$ cat src/design/flags_regs.svh
/*
  Bit positions, field codes and reset values for the condition and
  floating-point status flag block.
  Assumes big-endian bit numbering: bit n of a 32-bit register is
  vector index 31-n.
*/
`ifndef FLAGS_REGS_SVH
`define FLAGS_REGS_SVH

// control fields of the fp status/control register, big-endian bit numbers
`define UE_BIT 26
`define ZE_BIT 27
`define XE_BIT 28
`define NI_BIT 29
`define RN_HI_BIT 30
`define RN_LO_BIT 31

// bits of the fp status/control register kept inside this block
`define OWN_MASK 32'h0001F03F

// rounding control encodings
`define RN_NEAREST 2'h0
`define RN_PLUS_INF 2'h1
`define RN_ZERO 2'h2
`define RN_MINUS_INF 2'h3

// result class flags, {class, less, greater, equal, unordered}
`define CLS_QNAN 5'h11
`define CLS_MINF 5'h09
`define CLS_MNORM 5'h08
`define CLS_MDEN 5'h18
`define CLS_MZERO 5'h12
`define CLS_PZERO 5'h02
`define CLS_PDEN 5'h14
`define CLS_PNORM 5'h04
`define CLS_PINF 5'h05

// reset values
`define CR_RESET 32'h00000000
`define FPO_RESET 32'h00000000

`endif

$ cat src/design/flags_pkg.sv
/*
  Types shared by the condition and fp status flag block.
  Assumes the decoder presents one condition register operation per
  cycle, with immediates already extended to 32 bits.
*/
package flags_pkg;

  typedef enum logic [3:0] {
    OP_NONE, OP_MTCRF, OP_MCRF, OP_MCRXR, OP_MCRFS, OP_CRLOG,
    OP_INT_RES, OP_FP_RES, OP_CMP_S, OP_CMP_U, OP_CMP_FP
  } cr_op_t;

  typedef enum logic [2:0] {
    LOG_AND, LOG_OR, LOG_XOR, LOG_NAND, LOG_NOR, LOG_EQV, LOG_ANDC,
    LOG_ORC
  } crlog_t;

  typedef enum logic [1:0] {
    REL_LT, REL_GT, REL_EQ, REL_UN
  } fp_rel_t;

  typedef enum logic [3:0] {
    CL_QNAN, CL_MINF, CL_MNORM, CL_MDEN, CL_MZERO, CL_PZERO, CL_PDEN,
    CL_PNORM, CL_PINF
  } fp_class_t;

  typedef enum logic [1:0] {
    RND_NEAREST, RND_PLUS_INF, RND_ZERO, RND_MINUS_INF
  } rnd_t;

  typedef struct packed {
    cr_op_t op;
    logic [2:0] dst_field;
    logic [2:0] src_field;
    logic [7:0] field_mask;
    crlog_t func;
    logic [4:0] bit_t;
    logic [4:0] bit_a;
    logic [4:0] bit_b;
    logic [31:0] opa;
    logic [31:0] opb;
    fp_rel_t fp_rel;
  } cr_req_t;

  typedef struct packed {
    logic [31:0] integer_exception_reg;
    logic [31:0] fp_status_control_rest;
  } core_status_t;

  typedef struct packed {
    logic en;
    logic [7:0] field_mask;
    logic [31:0] data;
  } ctl_wr_t;

  typedef struct packed {
    logic valid;
    fp_class_t cls;
  } fp_class_in_t;

  typedef struct packed {
    logic underflow_enable;
    logic zero_divide_enable;
    logic inexact_enable;
    logic denormal_flush_mode;
    rnd_t rounding_control;
  } fp_ctl_t;

  typedef struct packed {
    logic [31:0] cr;
    logic [31:0] fpo;
    logic flush;
  } state_t;

endpackage

$ cat src/design/cond_fp_flags.sv
/*
  Condition register and the owned fields of the fp status/control
  register: exception enables, flush mode, rounding control and the
  result class flags.
  Assumes execution units and decoder drive at most one operation per
  cycle, synchronous to clk_sys, and supply the other fp status bits.
*/
`timescale 1ns/1ps
`default_nettype none
`include "flags_regs.svh"

module cond_fp_flags (
  // clock and reset
  input wire logic clk_sys,
  input wire logic reset_n,
  // decoder and execution units
  input wire flags_pkg::cr_req_t req,
  input wire flags_pkg::core_status_t stat,
  input wire flags_pkg::ctl_wr_t ctl_wr,
  input wire flags_pkg::fp_class_in_t fcls,
  // register views and controls
  output logic [31:0] condition_flags_reg,
  output logic [31:0] fp_status_control_reg,
  output var flags_pkg::fp_ctl_t fp_ctl,
  output logic flush_zero_pulse
);
  import flags_pkg::*;

  // owned-bit mask as a vector, so single bits can be selected
  localparam logic [31:0] own_mask = `OWN_MASK;

  state_t s_r;
  state_t s_nxt;
  logic [31:0] fpv;
  logic [31:0] mt_val;
  logic [4:0] cls_code;
  logic cls_flushed;

  // field k sits at index (7-k)*4, bit 0 of a field is its msb
  function automatic logic [3:0] get_fld(input logic [31:0] v,
                                         input logic [2:0] k);
    get_fld = v[{~k, 2'b00} +: 4];
  endfunction

  function automatic logic [31:0] put_fld(input logic [31:0] v,
                                          input logic [2:0] k,
                                          input logic [3:0] d);
    logic [31:0] r;
    r = v;
    r[{~k, 2'b00} +: 4] = d;
    put_fld = r;
  endfunction

  function automatic logic do_log(input crlog_t f, input logic a,
                                  input logic b);
    case (f)
      LOG_AND: do_log = a & b;
      LOG_OR: do_log = a | b;
      LOG_XOR: do_log = a ^ b;
      LOG_NAND: do_log = ~(a & b);
      LOG_NOR: do_log = ~(a | b);
      LOG_EQV: do_log = ~(a ^ b);
      LOG_ANDC: do_log = a & ~b;
      default: do_log = a | ~b;
    endcase
  endfunction

  // full fp status/control view: owned bits over the rest
  assign fpv = (stat.fp_status_control_rest & ~`OWN_MASK) | s_r.fpo;

  // move from general register, field by field under the mask
  genvar g;
  generate
    for (g = 0; g < 8; g++) begin : g_mt
      assign mt_val[(7 - g) * 4 +: 4] = req.field_mask[7 - g] ?
        req.opa[(7 - g) * 4 +: 4] : s_r.cr[(7 - g) * 4 +: 4];
    end
  endgenerate

  // class code, with denormals flushed to signed zero in flush mode
  always_comb begin
    cls_flushed = 1'b0;
    case (fcls.cls)
      CL_QNAN: cls_code = `CLS_QNAN;
      CL_MINF: cls_code = `CLS_MINF;
      CL_PINF: cls_code = `CLS_PINF;
      CL_MNORM: cls_code = `CLS_MNORM;
      CL_PNORM: cls_code = `CLS_PNORM;
      CL_MZERO: cls_code = `CLS_MZERO;
      CL_PZERO: cls_code = `CLS_PZERO;
      CL_MDEN: begin
        cls_flushed = fp_ctl.denormal_flush_mode;
        cls_code = cls_flushed ? `CLS_MZERO : `CLS_MDEN;
      end
      CL_PDEN: begin
        cls_flushed = fp_ctl.denormal_flush_mode;
        cls_code = cls_flushed ? `CLS_PZERO : `CLS_PDEN;
      end
      default: cls_code = `CLS_QNAN;
    endcase
  end

  always_comb begin
    s_nxt = s_r;
    s_nxt.flush = 1'b0;
    // result class from arithmetic, rounding and conversion
    if (fcls.valid) begin
      s_nxt.fpo[16:12] = cls_code;
      s_nxt.flush = cls_flushed;
    end
    // software writes to owned bits; a write overrides a class update
    if (ctl_wr.en) begin
      for (int n = 0; n < 32; n++) begin
        if (own_mask[31 - n] && ctl_wr.field_mask[7 - n / 4]) begin
          s_nxt.fpo[31 - n] = ctl_wr.data[31 - n];
        end
      end
    end
    case (req.op)
      OP_MTCRF: s_nxt.cr = mt_val;
      OP_MCRF: s_nxt.cr = put_fld(s_r.cr, req.dst_field,
        get_fld(s_r.cr, req.src_field));
      OP_MCRXR: s_nxt.cr = put_fld(s_r.cr, req.dst_field,
        stat.integer_exception_reg[31:28]);
      OP_MCRFS: s_nxt.cr = put_fld(s_r.cr, req.dst_field,
        get_fld(fpv, req.src_field));
      OP_CRLOG: s_nxt.cr[~req.bit_t] = do_log(req.func,
        s_r.cr[~req.bit_a], s_r.cr[~req.bit_b]);
      OP_INT_RES: s_nxt.cr = put_fld(s_r.cr, 3'h0, {
        req.opa[31],
        ~req.opa[31] && (req.opa != 32'h00000000),
        req.opa == 32'h00000000,
        stat.integer_exception_reg[31]});
      OP_FP_RES: s_nxt.cr = put_fld(s_r.cr, 3'h1,
        fpv[31:28]);
      OP_CMP_S: s_nxt.cr = put_fld(s_r.cr, req.dst_field, {
        $signed(req.opa) < $signed(req.opb),
        $signed(req.opa) > $signed(req.opb),
        req.opa == req.opb,
        stat.integer_exception_reg[31]});
      OP_CMP_U: s_nxt.cr = put_fld(s_r.cr, req.dst_field, {
        req.opa < req.opb,
        req.opa > req.opb,
        req.opa == req.opb,
        stat.integer_exception_reg[31]});
      OP_CMP_FP: begin
        s_nxt.cr = put_fld(s_r.cr, req.dst_field, {
          req.fp_rel == REL_LT,
          req.fp_rel == REL_GT,
          req.fp_rel == REL_EQ,
          req.fp_rel == REL_UN});
        // compare outcome also lands in the fp condition code bits
        s_nxt.fpo[15:12] = get_fld(s_nxt.cr, req.dst_field);
      end
      default: s_nxt.cr = s_r.cr;
    endcase
  end

  always_ff @(posedge clk_sys or negedge reset_n) begin
    if (!reset_n) begin
      s_r.cr <= `CR_RESET;
      s_r.fpo <= `FPO_RESET;
      s_r.flush <= 1'b0;
    end else begin
      s_r <= s_nxt;
    end
  end

  assign condition_flags_reg = s_r.cr;
  assign fp_status_control_reg = fpv;
  assign flush_zero_pulse = s_r.flush;
  always_comb begin
    fp_ctl.underflow_enable = s_r.fpo[31 - `UE_BIT];
    fp_ctl.zero_divide_enable = s_r.fpo[31 - `ZE_BIT];
    fp_ctl.inexact_enable = s_r.fpo[31 - `XE_BIT];
    fp_ctl.denormal_flush_mode = s_r.fpo[31 - `NI_BIT];
    case ({s_r.fpo[31 - `RN_HI_BIT], s_r.fpo[31 - `RN_LO_BIT]})
      `RN_NEAREST: fp_ctl.rounding_control = RND_NEAREST;
      `RN_PLUS_INF: fp_ctl.rounding_control = RND_PLUS_INF;
      `RN_ZERO: fp_ctl.rounding_control = RND_ZERO;
      default: fp_ctl.rounding_control = RND_MINUS_INF;
    endcase
  end
endmodule

`default_nettype wire

$ cat config.mk
export PLATFORM = sky130hd
export DESIGN_NAME = cond_fp_flags
export DESIGN_NICKNAME = d
export VERILOG_FILES = /design/src/design/flags_pkg.sv /design/src/design/cond_fp_flags.sv
export VERILOG_INCLUDE_DIRS = /design/src /design/src/design
export SDC_FILE = /design/constraint.sdc
export NUM_CORES = 1
export LEC_CHECK = 0
export ABC_AREA = 0
export BUFFER_PORTS_ARGS = -buffer_cell sky130_fd_sc_hd__buf_2
export CORE_ASPECT_RATIO = 0.9
export CORE_UTILIZATION = 52
export DETAILED_ROUTE_END_ITERATION = 10
export GPL_TIMING_DRIVEN = 1
export HOLD_SLACK_MARGIN = 0.02
export PLACE_DENSITY = 0.84
export SKIP_LAST_GASP = 1
export SYNTH_ARGS = -nofsm -noshare
export SYNTH_HDL_FRONTEND = slang
export SYNTH_SLANG_ARGS = --single-unit
$ cat constraint.sdc
create_clock -name clk_sys -period 4.74 [get_ports clk_sys]
set_clock_uncertainty 0.2 [all_clocks]
set_input_delay 0.474 -clock clk_sys [delete_from_list [all_inputs] [get_ports clk_sys]]
set_output_delay 0.474 -clock clk_sys [all_outputs]
set_load 0.01 [all_outputs]
### Word level (Yosys, flattened, before mapping)

Cells that the tools add are included.

| word-level totals | value |
|---|---|
| bits in registers | 44 |
| output and inout port bits | 71 |
| word-level logic and storage cells | 146 |

| cells by class | value |
|---|---|
| add/subtract/negate cells | 1 |
| order comparisons | 8 |
| equal/unequal tests | 38 |
| shifts and indexed selects | 10 |
| multiplexer cells | 38 |
| bitwise logic cells | 18 |
| reduce and logical (&&, ||, !) cells | 21 |

Operator list:

| kind | number |
|---|---|
| one-hot mux 32 bit (10 select lines) | 1 |
| bitwise mux 32 bit | 7 |
| variable part select 4 x 7 -> 32 bit | 6 |
| variable part select 32 x 6 -> 4 bit | 3 |
| greater-than comparator 32 bit | 2 |
| < comparator 32 bit | 2 |
| 2-to-1 mux 4 bit | 10 |
| one-hot mux 5 bit (8 select lines) | 1 |
| == test 32 bit | 1 |
| == test 4 x 3 -> 1 bit, second input constant | 8 |
| logical NOT 32 bit | 1 |
| bitwise OR 32 x 17 -> 32 bit | 1 |
| nonzero test 32 bit | 1 |
| variable shift 4 x 7 -> 32 bit, first input constant | 1 |
| AND reduction 4 bit | 6 |
| < comparator 5 x 6 -> 1 bit, second input constant | 3 |
| nonzero test 9 bit | 2 |
| == test 4 x 2 -> 1 bit, second input constant | 4 |
| == test 4 bit, second input constant | 4 |
| inequality test 2 bit, second input constant | 8 |
| 2-to-1 mux 5 bit | 3 |
| NOT 5 bit | 3 |
| 2-to-1 mux 1 bit | 11 |
| binary-select mux 1 bit (select 5 bit) | 2 |
| 23 further kinds | 43 |

### Depth between registers and ports, before layout

| depth | value |
|---|---|
| depth after elaboration | 9 |
| depth in mapped cells | 14 |
| depth with buffers taken out | 12 |

### Least setup slack after synthesis

No wires, ideal clock.

| timing | value |
|---|---|
| path type | input to register |
| start point | input port req[66] (netlist bit) |
| end point | register s_r, in the netlist condition_flags_reg[3] |
| setup time | 0.135 ns |
| arrival time | 4.224 ns |
| required time | 4.405 ns |
| path slack | 0.181 ns |
| cell stages on the path | 13 |
| path buffers | 1 |
| path through | clkbuf_1 mux4_2 mux4_2 mux2i_1 inv_1 ha_1 mux2_4 mux4_2 o311a_1 a2111oi_4 o311ai_1 a311oi_1 a211oi_1 |

| between the ends | value |
|---|---|
| word-level cells in the longest chain between the ends | 9 |
| elaborated cells on any way between the ends | 16 |
| those cells by class | 6 x mux; 10 x bitwise |

RTL lines:

| what | RTL line | RTL |
|---|---|---|
| from (decl) | cond_fp_flags.sv:17 | `input wire flags_pkg::cr_req_t req,` |
| NOT 5 bit * | cond_fp_flags.sv:128 | `s_r.cr[~req.bit_a], s_r.cr[~req.bit_b]);` |
| binary-select mux 1 bit (select 5 bit) * | cond_fp_flags.sv:128 |  |
| 2-to-1 mux 1 bit (implied by the code) * | cond_fp_flags.sv:128 |  |
| NOT 1 bit (tied with other cells) | cond_fp_flags.sv:63, cond_fp_flags.sv:64 |  |
| bitwise OR 1 bit (tied with other cells) | cond_fp_flags.sv:64 | `default: do_log = a \| ~b;` |
| one-hot mux 1 bit (7 select lines) * | cond_fp_flags.sv:56 | `case (f)` |
| 2-to-1 mux 1 bit * | cond_fp_flags.sv:119 | `case (req.op)` |
| bitwise mux 32 bit * | cond_fp_flags.sv:127 | `OP_CRLOG: s_nxt.cr[~req.bit_t] = do_log(req.func,` |
| one-hot mux 32 bit (10 select lines) * | cond_fp_flags.sv:119 |  |
| to (signal assigned) | cond_fp_flags.sv:165 | `s_r <= s_nxt;` |
| to (decl) | cond_fp_flags.sv:32 | `state_t s_r;` |

Every way passes the cells marked *; elsewhere a longest branch is shown, timed or not. The select of a mux whose other input is x is not followed.
A chain may end at the register's enable or synchronous reset.

### Worst setup path after layout

| timing | value |
|---|---|
| start point | register s_r, in the netlist condition_flags_reg[29] |
| end point | register s_r, in the netlist condition_flags_reg[29] |

| between the ends | value |
|---|---|
| word-level cells in the longest chain between the ends | 8 |
| elaborated cells on any way between the ends | 25 |
| those cells by class | 2 x shift; 14 x mux; 9 x bitwise |

RTL lines:

| what | RTL line |
|---|---|
| binary-select mux 1 bit (select 5 bit) | cond_fp_flags.sv:128 |
| 2-to-1 mux 1 bit (implied by the code) | cond_fp_flags.sv:128 |
| NOT 1 bit (tied with other cells) | cond_fp_flags.sv:63, cond_fp_flags.sv:64 |
| bitwise OR 1 bit (tied with other cells) | cond_fp_flags.sv:64 |
| one-hot mux 1 bit (7 select lines) | cond_fp_flags.sv:56 |
| 2-to-1 mux 1 bit | cond_fp_flags.sv:119 |
| bitwise mux 32 bit | cond_fp_flags.sv:127 |
| one-hot mux 32 bit (10 select lines) * | cond_fp_flags.sv:119 |

Marked as above.

==> metrics.txt <==
status finished clean; max FFs per register 32; first-pass GRT wire length 56970 um; Peak Freq approximately 220 MHz; Highest Signal Layer met5; MaxCap Viol Count 0; Die W 130.1 um; Flop pwr share about a quarter; Worst-Margin Slew 1.210 ns; drt pass-1 iters 11; clk_lat worst skew roughly 0.31 ns; peak supply drop ~0.23 mV; fin crit period 4.550 ns; Post-Syn Instances approximately 1.0k; grt total ovfl 0; Sink Count 44; post-CTS setup buffers 0; Final Slew Violations 0; Int Pwr between 1 and 1.5 mW; Gate power share slightly below 60%; Slew HR approximately a fifth; post-synth design cell area ~7700 um2; unique cell type count in the Yosys netlist between 70 and 80; period utilization ~96%; sw frac ~48%; total CTS buffers 5; GRT Util Overall about half; largest cells by area after synthesis dfrtp_1 (14%), mux4_2 (13%), ha_1 (6.7%), a21oi_1 (6.3%), nand2_1 (4.7%); Antenna Nets Post-Route 0; met1 wire length about 14000 um; setup_tns 0 ns; die area roughly 15000 um2; Iteration-0 DRC Markers approximately 1.8k; Reg clk slew, reported paths approximately 0.080 ns; CP Class register to register; final setup fails 0; vias per cell 7.292; startpoint types register; Core Footprint 14210 um2; CP max FO 13; pin count of the biggest net entering global routing 45; Syn Nets between 1k and 1.5k; Post-synth ARST share 100.0%; DR vias between 10k and 15k; CP arrival 4.56 ns; unrepaired setup endpoints after global routing no; number of global-route vias before repair 9525; DPL Wire Length 29420 um; CP Data Required Time about 4.8 ns; Hold/Removal Path Class input port to asynchronous set/reset pin; final net count 1450; Hold Vio Cnt, Final 0; count leader, synth nand2_1; Sw Pwr 1.273 mW; post-cts resize count 0; Max H-tree Level 2; number of synthesized register bits 44; # diodes 0; Avg Inst Size Synth about 7.6 um2; Clock Path Buffers 2; WL/cell between 20 and 30 um; # DRC 0; Seq/Total Area, Yosys 14.33%; post-synth top area cell dfrtp_1; commonest cells in the netlist nand2_1 (97), a21oi_1 (96), nor2_1 (92); DRT Wirelength about 38000 um; leakage power around 4.0 nW; Clk network pwr share between 10% and 20%; CTS tree yes; initial antenna violation count 0; input/output buffers 220; Worst Setup End Kind register; std cell rows 41; CTS Hold Bufs 0; area delta synth->final 19.04%; DIE HEIGHT approximately 120 um; CTS Root Cell clkbuf_16; Yosys warnings 0; Pwr per Cell Area about 290 nW/um2; Initial Util 54.06%; Main synth FF type dfrtp_1; Final GP Congestion between 1 and 1.5; DR WL met2 14570 um; Post-synth EDFFs 0; I/O Pins 285; Synth top area share around 14%; total power approximately 2.6 mW; layout cells sized above 1 ~29%; met3 wire len 6909 um
==> kinds of logic after synthesis <==
kind of cell | Yosys count | share of synthesized area, %
xor+xnor | 1 | 0.1140
simple gates | 354 | 22.62
compound gates | 337 | 28.89
mux | 90 | 19.15
buf+inv | 139 | 8.208
flops | 44 | 14.33
fa+ha+maj | 41 | 6.677
==> power groups by stage <==
stage / clock network, mW / registers [mW] / logic [mW]
floorplan: 0 / 0.595 / 0.798
global placement: 0 / 0.603 / 1.45
detailed placement: 0 / 0.607 / 1.47
CTS: 0.433 / 0.600 / 1.47
global route: 0.448 / 0.626 / 1.63
finish: 0.437 / 0.630 / 1.56
==> worst paths after layout <==
kind	start	endpoint	slack [ns]	cells after the start
worst max-delay path	condition_flags_reg[29]	condition_flags_reg[29]	0.19	12
worst min-delay path	reset_n	condition_flags_reg[9]	0.20	1
worst max register to register	condition_flags_reg[29]	condition_flags_reg[29]	0.19	12
worst min register to register	s_r[1]	s_r[1]	0.40	1
max in group asynchronous	reset_n	condition_flags_reg[13]	3.43	1
min in group clk_sys	ctl_wr[4]	fp_ctl[4]	0.20	2
==> layout by cell type (no fill, tap or decap), types with 16 or more instances in the layout <==
cell,Yosys,layout
mux4_2,43,43
nor2_1,92,92
dfrtp_1,44,44
o21ai_1,22,22
o21ai_0,50,50
buf_2,6,220
nand3_1,28,28
a21oi_1,96,96
mux2i_1,27,27
nor3_1,29,28
ha_1,41,41
o31ai_1,19,19
nand2_1,97,97
inv_1,47,47
a31oi_1,16,16
buf_4,25,52
==> cell type report <==
| cell class | count | area, um2 |
|---|---|---|
| Inverter | 49 | 183.9 |
| Clock buffer | 5 | 125.1 |
| Timing Repair Buffer | 272 | 1491 |
| Clock inverter | 3 | 46.29 |
| Fill cell | 1314 | 5065 |
| Tap cell | 193 | 241.5 |
| Sequential cell | 44 | 1101 |
| Multi-Input combinational cell | 823 | 5956 |
==> worst max-delay path: stages (launching register included) <==
cell,delay (ns)
dfrtp_1,0.57
mux4_2,0.52
mux4_2,0.45
mux2i_1,0.26
inv_1,0.12
ha_1,0.26
mux2_1,0.30
mux4_2,0.67
buf_4,0.25
a311oi_1,0.38
or4_1,0.18
a31oi_1,0.04
o21ai_1,0.24
==> through the flow <==
stage	area [um2]	worst slack, ns	utilization [%]	cells	hold slack, ns
2_1_floorplan	7682	0.1808	-	1006	-0.02159
3_3_place_gp	8974	0.1610	63.15	1381	0.3665
3_5_place_dp	8974	0.05266	63.15	1381	0.3769
4_1_cts	9145	0.3073	64.36	1389	0.1960
5_1_grt	9145	0.07310	64.36	1389	0.2093
6_report	9145	0.1904	64.36	1389	0.1950
==> metal layers <==
layer,GRT usage [%],vias to the layer above
li1,-,4233
met1,64.90,4597
met2,67.72,1033
met3,25.14,264
met4,27.62,2
met5,1.384,-
(Power assumes the default switching activity.)
